==> config.mk <==
export PLATFORM = sky130hd
export DESIGN_NAME = ext_mem_addr_extension
export DESIGN_NICKNAME = d
export VERILOG_FILES = /design/src/ext_mem_pkg.sv /design/src/addr_ext_mux.sv /design/src/ext_mem_addr_extension.sv
export SDC_FILE = /design/constraint.sdc
export NUM_CORES = 1
export LEC_CHECK = 0
export ABC_AREA = 1
export BUFFER_PORTS_ARGS = -buffer_cell sky130_fd_sc_hd__buf_4
export CAP_MARGIN = 20
export CORE_ASPECT_RATIO = 0.6
export CORE_UTILIZATION = 50
export CTS_CLUSTER_SIZE = 40
export DETAILED_ROUTE_END_ITERATION = 8
export PLACE_DENSITY = 0.78
export SETUP_SLACK_MARGIN = 0.2
export SYNTH_ARGS = -nofsm -noshare
export SYNTH_HDL_FRONTEND = slang
export SYNTH_SLANG_ARGS = --single-unit
==> constraint.sdc <==
create_clock -name mclk_in -period 1.65 [get_ports mclk_in]
set_input_delay 0.165 -clock mclk_in [delete_from_list [all_inputs] [get_ports mclk_in]]
set_output_delay 0.165 -clock mclk_in [all_outputs]
set_load 0.03 [all_outputs]
==> src/ext_mem_pkg.sv <==
package ext_mem_pkg;
  // special-function addresses
  localparam logic [7:0] EXT_CTRL_ADDR = 8'hA2;
  localparam logic [7:0] PAGE_ADDR = 8'hA1;
  // reset values
  localparam logic [7:0] EXT_CTRL_RST = 8'h70;
  localparam logic [7:0] PAGE_RST = 8'h00;
  // control register fields
  localparam int ROLE_BIT = 7;
  localparam int BANK_MSB = 3;
  localparam int BANK_LSB = 0;
  localparam logic [7:0] RSVD_ONES = 8'h70;
  // high address bits that pick a chip select
  localparam int CS_MSB = 7;
  localparam int CS_LSB = 6;
  // bus cycle kinds presented by the core
  localparam logic [1:0] KIND_FETCH = 2'h0;
  localparam logic [1:0] KIND_CODE_RD = 2'h1;
  localparam logic [1:0] KIND_XDATA_PTR = 2'h2;
  localparam logic [1:0] KIND_XDATA_PAGE = 2'h3;
  // strobe timing
  localparam int CLK_PERIOD_NS = 10;
  localparam int STROBE_NS = 40;
  localparam int STROBE_CYC = (STROBE_NS + CLK_PERIOD_NS - 1) / CLK_PERIOD_NS;
  // bus cycle sequencer
  typedef enum logic [2:0] {
    ST_IDLE = 3'b001,
    ST_STRB = 3'b010,
    ST_DONE = 3'b100
  } bus_state_e;
endpackage

==> src/addr_ext_mux.sv <==
`timescale 1ns/1ps
`default_nettype none
// picks the value of the 4-bit extension port
module addr_ext_mux
  import ext_mem_pkg::*;
(
  // control
  input wire logic cs_mode_in,
  input wire logic data_acc_in,
  input wire logic [3:0] bank_in,
  // address in the bus cycle
  input wire logic [1:0] high_bits_in,
  // port value
  output logic [3:0] port_out
);
  // one active-low select per 16K region
  wire [3:0] sel_n;
  // bank only while a data-type access runs, zero otherwise
  wire [3:0] ext_addr;

  assign sel_n = ~(4'h1 << high_bits_in);
  assign ext_addr = data_acc_in ? bank_in : 4'h0;
  assign port_out = cs_mode_in ? sel_n : ext_addr;
endmodule
`default_nettype wire

==> src/ext_mem_addr_extension.sv <==
`timescale 1ns/1ps
`default_nettype none
module ext_mem_addr_extension
  import ext_mem_pkg::*;
#(
  parameter int STROBE_CYCLES = STROBE_CYC
)(
  // clock and reset
  input wire logic mclk_in,
  input wire logic srst_in,
  // special-function register access from the core
  input wire logic [7:0] sfr_addr_in,
  input wire logic sfr_wr_in,
  input wire logic sfr_rd_in,
  input wire logic sfr_bit_op_in,
  input wire logic [7:0] sfr_wdata_in,
  output logic [7:0] sfr_rdata_out,
  output logic sfr_hit_out,
  // bus cycle requests from the core
  input wire logic cyc_valid_in,
  input wire logic [1:0] cyc_kind_in,
  input wire logic cyc_write_in,
  input wire logic [15:0] cyc_addr_in,
  input wire logic [7:0] cyc_wdata_in,
  output logic cyc_busy_out,
  output logic cyc_done_out,
  output logic [7:0] cyc_rdata_out,
  // external memory pins
  input wire logic [7:0] ext_data_port_in,
  output logic [7:0] ext_data_port_out,
  output logic ext_data_port_oe_out,
  output logic [7:0] low_addr_port_out,
  output logic [7:0] high_addr_port_out,
  output logic [3:0] addr_ext_port_out,
  output logic program_store_strobe_n_out,
  output logic ram_wr_strobe_n_out,
  output logic ram_rd_strobe_n_out
);
  // registers
  logic [7:0] ctrl_ff; // extended_address_control
  logic [7:0] page_ff; // high_byte_page
  bus_state_e st_ff;
  bus_state_e nxt_st;
  logic [3:0] cnt_ff; // strobe cycles left
  logic [3:0] nxt_cnt;
  logic data_acc_ff; // current cycle is code read or xdata
  logic nxt_data_acc;
  logic [7:0] nxt_low;
  logic [7:0] nxt_high;
  logic [3:0] nxt_ext;
  logic nxt_program_store_strobe_n;
  logic nxt_wr_n;
  logic nxt_rd_n;
  logic wr_cyc_ff; // current cycle is a ram write
  logic nxt_wr_cyc;
  // data pins come from outside: two-stage synchroniser
  logic [7:0] din_meta_ff;
  logic [7:0] din_sync_ff;

  // register decode; single-bit instructions are not answered
  wire ctrl_sel = (sfr_addr_in == EXT_CTRL_ADDR) && !sfr_bit_op_in;
  wire page_sel = (sfr_addr_in == PAGE_ADDR) && !sfr_bit_op_in;
  wire ctrl_wr = sfr_wr_in && ctrl_sel;
  wire page_wr = sfr_wr_in && page_sel;
  // reserved bits forced to ones on every store
  wire [7:0] ctrl_wval = sfr_wdata_in | RSVD_ONES;
  // forward a same-cycle write so the access sees the new bank
  wire [7:0] ctrl_eff = ctrl_wr ? ctrl_wval : ctrl_ff;
  wire [7:0] page_eff = page_wr ? sfr_wdata_in : page_ff;
  wire start = (st_ff == ST_IDLE) && cyc_valid_in;
  wire is_fetch = (cyc_kind_in == KIND_FETCH);
  wire is_code = (cyc_kind_in == KIND_FETCH) || (cyc_kind_in == KIND_CODE_RD);
  wire strobe_end = (st_ff == ST_STRB) && (cnt_ff == 4'h0);
  wire [7:0] rd_mux = ctrl_sel ? (ctrl_ff | RSVD_ONES) : page_ff;

  // control and page registers
  always_ff @(posedge mclk_in) begin
    if (srst_in) begin
      ctrl_ff <= EXT_CTRL_RST;
      page_ff <= PAGE_RST;
    end else begin
      ctrl_ff <= ctrl_eff;
      page_ff <= page_eff;
    end
  end

  // register read port, answered one cycle after the request
  always_ff @(posedge mclk_in) begin
    if (srst_in) begin
      sfr_rdata_out <= 8'h00;
      sfr_hit_out <= 1'b0;
    end else begin
      sfr_hit_out <= sfr_rd_in && (ctrl_sel || page_sel);
      sfr_rdata_out <= (sfr_rd_in && (ctrl_sel || page_sel)) ? rd_mux : 8'h00;
    end
  end

  // bus cycle sequencer next state
  always_comb begin
    nxt_st = st_ff;
    nxt_cnt = cnt_ff;
    case (st_ff)
      ST_IDLE: begin
        if (cyc_valid_in) begin
          nxt_st = ST_STRB;
          nxt_cnt = 4'(STROBE_CYCLES - 1);
        end
      end
      ST_STRB: begin
        if (cnt_ff == 4'h0) begin
          nxt_st = ST_DONE;
        end else begin
          nxt_cnt = cnt_ff - 4'h1;
        end
      end
      ST_DONE: begin
        nxt_st = ST_IDLE;
      end
      default: begin
        nxt_st = ST_IDLE;
        nxt_cnt = 4'h0;
      end
    endcase
  end

  // address and strobe next values
  always_comb begin
    nxt_low = low_addr_port_out;
    nxt_high = high_addr_port_out;
    nxt_data_acc = data_acc_ff;
    nxt_wr_cyc = wr_cyc_ff;
    nxt_program_store_strobe_n = program_store_strobe_n_out;
    nxt_wr_n = ram_wr_strobe_n_out;
    nxt_rd_n = ram_rd_strobe_n_out;
    if (start) begin
      nxt_low = cyc_addr_in[7:0];
      // paged xdata uses the page register as high byte
      nxt_high = (cyc_kind_in == KIND_XDATA_PAGE) ? page_eff : cyc_addr_in[15:8];
      nxt_data_acc = !is_fetch;
      nxt_wr_cyc = !is_code && cyc_write_in;
      nxt_program_store_strobe_n = !is_code;
      nxt_wr_n = !(!is_code && cyc_write_in);
      nxt_rd_n = !(!is_code && !cyc_write_in);
    end else if (strobe_end) begin
      nxt_program_store_strobe_n = 1'b1;
      nxt_wr_n = 1'b1;
      nxt_rd_n = 1'b1;
    end else if (st_ff == ST_DONE) begin
      // address stays put, extension drops back to zero in bank mode; select mode keeps the select
      nxt_data_acc = 1'b0;
      nxt_wr_cyc = 1'b0;
    end
  end

  // extension port value from the next-cycle address
  addr_ext_mux u_ext_mux (
    .cs_mode_in(ctrl_eff[ROLE_BIT]),
    .data_acc_in(nxt_data_acc),
    .bank_in(ctrl_eff[BANK_MSB:BANK_LSB]),
    .high_bits_in(nxt_high[CS_MSB:CS_LSB]),
    .port_out(nxt_ext)
  );

  // sequencer state
  always_ff @(posedge mclk_in) begin
    if (srst_in) begin
      st_ff <= ST_IDLE;
      cnt_ff <= 4'h0;
    end else begin
      st_ff <= nxt_st;
      cnt_ff <= nxt_cnt;
    end
  end

  // pin drivers: every pin comes straight from a flop
  always_ff @(posedge mclk_in) begin
    if (srst_in) begin
      low_addr_port_out <= 8'h00;
      high_addr_port_out <= 8'h00;
      addr_ext_port_out <= 4'h0;
      data_acc_ff <= 1'b0;
      wr_cyc_ff <= 1'b0;
      program_store_strobe_n_out <= 1'b1;
      ram_wr_strobe_n_out <= 1'b1;
      ram_rd_strobe_n_out <= 1'b1;
    end else begin
      low_addr_port_out <= nxt_low;
      high_addr_port_out <= nxt_high;
      addr_ext_port_out <= nxt_ext;
      data_acc_ff <= nxt_data_acc;
      wr_cyc_ff <= nxt_wr_cyc;
      program_store_strobe_n_out <= nxt_program_store_strobe_n;
      ram_wr_strobe_n_out <= nxt_wr_n;
      ram_rd_strobe_n_out <= nxt_rd_n;
    end
  end

  // write data held on the data port for the whole write cycle
  always_ff @(posedge mclk_in) begin
    if (srst_in) begin
      ext_data_port_out <= 8'h00;
      ext_data_port_oe_out <= 1'b0;
    end else begin
      if (start) begin
        ext_data_port_out <= cyc_wdata_in;
      end
      ext_data_port_oe_out <= nxt_wr_cyc;
    end
  end

  // input synchroniser; stage one is read only by stage two
  always_ff @(posedge mclk_in) begin
    if (srst_in) begin
      din_meta_ff <= 8'h00;
      din_sync_ff <= 8'h00;
    end else begin
      din_meta_ff <= ext_data_port_in;
      din_sync_ff <= din_meta_ff;
    end
  end

  // read data caught on the last strobe cycle; lags the pins by two
  // cycles, so the strobe must stay at least three cycles long
  always_ff @(posedge mclk_in) begin
    if (srst_in) begin
      cyc_rdata_out <= 8'h00;
      cyc_done_out <= 1'b0;
      cyc_busy_out <= 1'b0;
    end else begin
      if (strobe_end && !wr_cyc_ff) begin
        cyc_rdata_out <= din_sync_ff;
      end
      cyc_done_out <= strobe_end;
      cyc_busy_out <= (nxt_st != ST_IDLE);
    end
  end
endmodule
`default_nettype wire

==> flow_metrics.tcl, run 1 <==
set metrics [dict create \
    final_layout_size_suffix_gt1_share_pct 37.5 \
    grt_pass1_vias 2939 \
    report.final.hold_viol_count 0 \
    min_from "ext_data_port_in[5]" \
    drc 0 \
    hp-class "in -> reg" \
    crit_top_cell "nand2_1" \
    synthesis.nets 495 \
    cts_buffer_depth 2 \
    grt_pass1_wl_um 13600 \
    hold_buffers 0 \
    synth_flop_cell "dfxtp_1" \
    min_period_ns 1.44 \
    grt_setup_unrepaired "true" \
    seqPwrFrac_pct 44.1 \
    vias_per_cell 4.88 \
    numCtsBuffers 9 \
    p_sw_share_pct 26.6 \
    tightest_slew_ns 0.418 \
    power_uw 5200 \
    r2r_slack_ns 0.21 \
    io_buffer_count 107 \
    p_int_uw 3820 \
    setup_tns_ns 0 \
    dp_hpwl_um 6270 \
    cp_max_fo 5 \
    max_slew_margin_pct 72.1 \
    fp.dieH_um 66.4 \
    combPwrFrac_pct 16.8 \
    wl_um 8790 \
    clkPwrFrac_pct 39.1 \
    dr.pass1.iters 4 \
    ir_worst_vdd_mv 0.801 \
    antenna_found_initial 0 \
    core_area_mm2 0.00668 \
    ant_nets 0 \
    crit_start "st_ff[2]" \
    cts_tree "built" \
    die_x_um 109 \
    critPathMaxStageDelay_ns 0.33 \
    maxCapViolations 0 \
    fin_crit_sh_pct 87.4 \
    syn_area_mm2 0.00346 \
    arrival_ns 1.67 \
    fin_cells 652 \
    grt-ovfl-total 0 \
    pin_count 108 \
    clkTransAtPathRegs_ns 0.06 \
    initial_core_util_pct 51.8 \
    path_buf_inv 0 \
    wl_per_cell_um 13.5 \
    synth.avg_cell_area_um2 7.94 \
    outcome "completed" \
    setup_violations 0 \
    max_freq_mhz 694 \
    drv_slew 0 \
    grt_max_degree 36 \
    dr_total_vias 3184 \
    core.rowCount 23 \
    netlist_instances 436 \
    holdPathEnd "din_meta_ff[5]" \
    p_leak_uw 0.00230 \
    critPathTopFamily "simple AND/OR/NAND/NOR gates" \
    grtUsageTotal_pct 24.7 \
    final_net_count 619 \
    pwr_density_cell_mw_per_mm2 1070 \
    cts.sinks 88 \
    ys_seq_elements 88 \
    synth_warnings 0 \
    synth_edf_count 0 \
    end_kind "register" \
    area_growth_pct 40.3 \
    path_cells "nor3_4 -> nand2_2 -> nor2_2 -> nand2_1 -> nand2_1 -> nand2_1 -> nand2_1 -> nand2_1" \
    die-area_mm2 0.00727 \
    cts_root_buf "clkbuf_16" \
    ys_types 33 \
    worstReg2RegEnd "addr_ext_port_out[1]" \
    h-tree-depth 3 \
    drt_iter0_drc 172 \
    skew_ns 0.00803 \
    place_congestion 0.872 \
    async_flop_share_pct 0 \
    antennaDiodeCount 0 \
    path_class "reg -> reg" \
    synth.yosys.seq_area_share_pct 50.9 \
    fill_cells 516 \
    timing.rr.start "st_ff[2]" \
    rr_worst_depth 8 \
    crit_slowest_cell "dfxtp_2" \
    cp-start-kind "register" \
    clk_latency_ns 0.33 \
    power_switching_uw 1380 \
    worstHoldPathCells 3 \
    dp.cells 623 \
    worstPathRequired_ns 1.87 \
]
==> cell type report <==
| cell class | count | area, um^2 | share of cell area (%) |
|---|---|---|---|
| clock buffer | 10 | 239 | 4.92 |
| clock inverter | 6 | 66.3 | 1.37 |
| inverter | 58 | 220 | 4.54 |
| multi-input combinational | 275 | 1490 | 30.6 |
| sequential | 88 | 1770 | 36.4 |
| tap | 87 | 109 | 2.24 |
| timing repair buffer | 128 | 968 | 19.9 |
==> metal layers <==
metal	vias up	global-route usage, %	part of all wire, %
met3	14	8.57	6.1
li1	1622	-	-
met1	1457	30.1	45
met4	0	6.33	1.2
met2	91	41.8	48
met5	-	0	0
==> cell usage in the layout, fill, tap and decap left out, types with 4 or more instances in the layout <==
cell type / instances
o21ai_1: 9
nand2_1: 57
a21oi_1: 17
nor2_1: 83
nand3_1: 20
nand3_2: 5
nand2_2: 10
a21oi_2: 12
inv_2: 15
o21ai_0: 28
buf_4: 126
dfxtp_1: 84
nor2_2: 5
clkbuf_16: 9
nor2_4: 4
inv_1: 42
nand4_1: 5
dfxtp_2: 4
==> sequential cells by signal, indices dropped and copies added (netlist names) <==
signal	flops
cyc_rdata_out	8
din_meta_ff	8
din_sync_ff	8
ext_data_port_out	8
high_addr_port_out	8
low_addr_port_out	8
page_ff	8
sfr_rdata_out	8
ctrl_ff	5
addr_ext_port_out	4
cnt_ff	4
st_ff	3
cyc_busy_out	1
cyc_done_out	1
data_acc_ff	1
ext_data_port_oe_out	1
program_store_strobe_n_out	1
ram_rd_strobe_n_out	1
ram_wr_strobe_n_out	1
sfr_hit_out	1
==> power by group through the flow <==
stage | logic [uW] | clock network, uW | registers [uW]
after floorplan | 319 | 0 | 2470
after global placement | 748 | 0 | 2330
after detailed placement | 768 | 0 | 2330
after CTS | 790 | 2070 | 2290
after global routing | 941 | 2160 | 2310
final | 872 | 2030 | 2300
==> cells in the mapped netlist (2+ instances only) <==
library cell | n | area, um^2
a21oi_1 | 17 | 85.1
dfxtp_1 | 88 | 1760
nor3b_1 | 2 | 15.0
nor2_4 | 2 | 22.5
inv_2 | 13 | 48.8
o22ai_1 | 2 | 12.5
inv_1 | 45 | 169
buf_6 | 2 | 22.5
a21oi_2 | 12 | 105
ha_1 | 2 | 25.0
nand2_2 | 7 | 43.8
nand3_2 | 4 | 40.0
nand3_1 | 21 | 105
nor2_2 | 3 | 18.8
o21ai_0 | 29 | 145
nand4_1 | 5 | 31.3
nor2_1 | 87 | 327
o21ai_1 | 8 | 40.0
nor3_1 | 3 | 15.0
clkbuf_1 | 8 | 30.0
buf_2 | 5 | 25.0
nand2_1 | 60 | 225
==> through the flow <==
stage	util (%)	setup slack [ns]	instance area [um^2]	hold WS, ns
6_report	72.7	0.208	4850	0.0309
5_1_grt	72.7	0.146	4850	0.0403
4_1_cts	70.5	0.181	4710	0.0198
3_5_place_dp	65.2	0.117	4360	0.371
3_3_place_gp	65.2	0.205	4360	0.364
2_1_floorplan	-	0.328	3460	0.272
==> worst reg2reg max path: cells and delay by family (launching register included) <==
kind             cells  cell delay, ns
and+or+nand+nor      8            1.01
DFF                  1            0.33
==> cell families after synthesis <==
logic type | Yosys count | share of synthesized area [%]
flip-flops | 88 | 50.9
buffers and inverters | 74 | 8.75
adder cells (fa/ha/maj) | 2 | 0.723
AND/OR/NAND/NOR | 201 | 27.5
AO/OA/AOI/OAI | 71 | 12.1
==> worst max-delay path by stage <==
stage | to | slack [ns] | depth (start not counted)
detailed placement | cyc_rdata_out[1] | 0.12 | 9
global route | addr_ext_port_out[3] | 0.15 | 9
global placement | sfr_rdata_out[3] | 0.21 | 9
CTS | cyc_rdata_out[1] | 0.18 | 9
floorplan | cnt_ff[2] | 0.33 | 8
finish | addr_ext_port_out[1] | 0.21 | 8
==> repair_timing <==
item | 4_1_cts | 5_1_grt
hold endpoints to repair | 0 | 0
pin swaps | 4 | 8
buffers inserted | 3 | 9
gates cloned | 0 | 1
gates resized for setup | 9 | 20
endpoints found under the setup margin | 29 | 42
No activity file was read; power rests on OpenSTA's default activity.
==> inputs of run 2 (changes only) <==
--- a/config.mk
+++ b/config.mk
@@ -8,11 +8,13 @@
 export ABC_AREA = 1
 export BUFFER_PORTS_ARGS = -buffer_cell sky130_fd_sc_hd__buf_4
 export CAP_MARGIN = 20
+export CELL_PAD_IN_SITES_DETAIL_PLACEMENT = 1
+export CELL_PAD_IN_SITES_GLOBAL_PLACEMENT = 2
 export CORE_ASPECT_RATIO = 0.6
-export CORE_UTILIZATION = 50
+export CORE_UTILIZATION = 28
 export CTS_CLUSTER_SIZE = 40
 export DETAILED_ROUTE_END_ITERATION = 8
-export PLACE_DENSITY = 0.78
+export PLACE_DENSITY_LB_ADDON = 0.1
 export SETUP_SLACK_MARGIN = 0.2
 export SYNTH_ARGS = -nofsm -noshare
 export SYNTH_HDL_FRONTEND = slang
==> flow_metrics.tcl, run 2 (synthesis gave the netlist of run 1 again) <==
set metrics [dict create \
    outcome "completed" \
    antenna_found_initial 0 \
    vias_per_cell 4.38 \
    cts_root_buf "clkbuf_16" \
    hp-class "in -> reg" \
    cp-start-kind "register" \
    path_class "reg -> reg" \
    wl_per_cell_um 14.2 \
    ant_nets 0 \
    final_layout_size_suffix_gt1_share_pct 39.6 \
    grt_pass1_vias 3136 \
    critPathMaxStageDelay_ns 0.35 \
    crit_top_cell "nand2_1" \
    seq_area_mm2 0.00177 \
    r2r_slack_ns 0.19 \
    die-area_mm2 0.0128 \
    grt_setup_unrepaired "true" \
    clkTransAtPathRegs_ns 0.06 \
    fill_cells 1454 \
    min_from "ext_data_port_in[5]" \
    core.rowCount 31 \
    fp.dieH_um 88.1 \
    pwr_density_cell_mw_per_mm2 1070 \
    grt_pass1_wl_um 16300 \
    drt_iter0_drc 113 \
    die_x_um 146 \
    h-tree-depth 3 \
    p_leak_uw 0.00232 \
    arrival_ns 1.75 \
    worstReg2RegEnd "addr_ext_port_out[1]" \
    worstPathRequired_ns 1.94 \
    cts_tree "built" \
    grt-ovfl-total 0 \
    fin_ws_ns 0.190 \
    core_area_mm2 0.0121 \
    crit_slowest_cell "dfxtp_2" \
    ir_worst_vdd_mv 0.583 \
    maxCapViolations 0 \
    dr_total_vias 3210 \
    antennaDiodeCount 0 \
    initial_core_util_pct 28.7 \
    numCtsBuffers 9 \
    place_congestion 0.742 \
    cts_buffer_depth 2 \
    multiInputGateArea_mm2 0.00152 \
    max_slew_margin_pct 74.6 \
    final_net_count 622 \
    final_cell_mix "buf_4, dfxtp_1, nor2_1" \
    dp_hpwl_um 7800 \
    tightest_slew_ns 0.380 \
    grt_max_degree 27 \
    power_uw 5440 \
    cp_max_fo 8 \
    worstHoldPathCells 3 \
    drc 0 \
    drv_slew 0 \
    min_period_ns 1.46 \
    cts.sinks 88 \
    holdPathEnd "din_meta_ff[5]" \
    rr_worst_depth 9 \
    io_buffer_count 107 \
    pin_count 108 \
    report.final.hold_viol_count 0 \
    hold_buffers 0 \
    timing.rr.start "st_ff[0]" \
    grtUsageTotal_pct 16.7 \
    dr.pass1.iters 5 \
    path_cells "inv_4 -> nor3_4 -> nand2_4 -> nor2_2 -> a31oi_2 -> buf_4 -> nor2_4 -> nand2_1 -> nand2_1" \
    critPathTopFamily "simple AND/OR/NAND/NOR gates" \
    design_area_mm2 0.00508 \
    final_common_cell "buf_4" \
    fin_crit_sh_pct 88.5 \
    setup_violations 0 \
    clk_latency_ns 0.34 \
    path_buf_inv 2 \
    area_growth_pct 46.7 \
    postPlaceCellArea_mm2 0.00450 \
    wl_um 10400 \
    max_freq_mhz 685 \
    skew_ns 0.00884 \
    end_kind "register" \
    place_ws_ns 0.0730 \
    setup_tns_ns 0 \
]
==> run 2: changes by cell type in the layout (fill, tap and decap cells not counted), sizes merged <==
cell,previous run,this run
clkinv,3,4
buf,128,132
inv,60,58
bufinv,1,2
nand2,68,67
==> run 2: layer usage <==
layer  part of all wire, %  wire (um)  GRT usage [%]  up-vias
met4                  0.96        100           4.59        0
met1                    51       5330           23.5     1505
met2                    43       4490           25.1       67
met3                   4.9        513           4.22        8
met5                     0          0              0        -
li1                      -          -              -     1630
==> run 2: power breakdown <==
part,total (uW),switching [uW],internal (uW)
Clock,2250,869,1380
Sequential,2300,62.2,2240
Combinational,899,520,379
==> run 2: layout make-up <==
class | count | area share (%)
Timing Repair Buffer | 132 | 20.3
Multi-Input combinational cell | 274 | 29.8
Sequential cell | 88 | 34.8
Clock inverter | 6 | 1.80
Inverter | 58 | 4.49
Tap cell | 165 | 4.07
Clock buffer | 10 | 4.71
==> run 2: worst max path at each step <==
| stage | from | end | slack, ns | cells past startpoint |
|---|---|---|---|---|
| global placement | cnt_ff[0] | cyc_rdata_out[4] | 0.11 | 9 |
| floorplan | cnt_ff[0] | cnt_ff[2] | 0.33 | 8 |
| finish | st_ff[0] | addr_ext_port_out[1] | 0.19 | 9 |
| CTS | st_ff[0] | addr_ext_port_out[0] | 0.21 | 9 |
| global route | st_ff[0] | addr_ext_port_out[0] | 0.11 | 9 |
| detailed placement | cnt_ff[0] | cyc_rdata_out[0] | 0.07 | 9 |
==> run 2: timing repair <==
item	in CTS	in global routing
resized for setup	13	34
pin swaps	4	14
setup endpoints to repair	17	20
buffers inserted	7	5
==> run 2: worst min-delay path, stage by stage <==
cell and delay, ns:
buf_4 0.07, inv_1 0.03, nor2_1 0.06
==> run 2: per-stage QoR <==
| step | hold slack (ns) | std cells | utilization (%) |
|---|---|---|---|
| 3_3_place_gp | 0.364 | 705 | 37.3 |
| 3_5_place_dp | 0.376 | 705 | 37.3 |
| 6_report | 0.0259 | 733 | 42.1 |
| 4_1_cts | 0.0140 | 728 | 40.9 |
| 5_1_grt | 0.0232 | 733 | 42.1 |
| 2_1_floorplan | 0.272 | 436 | - |
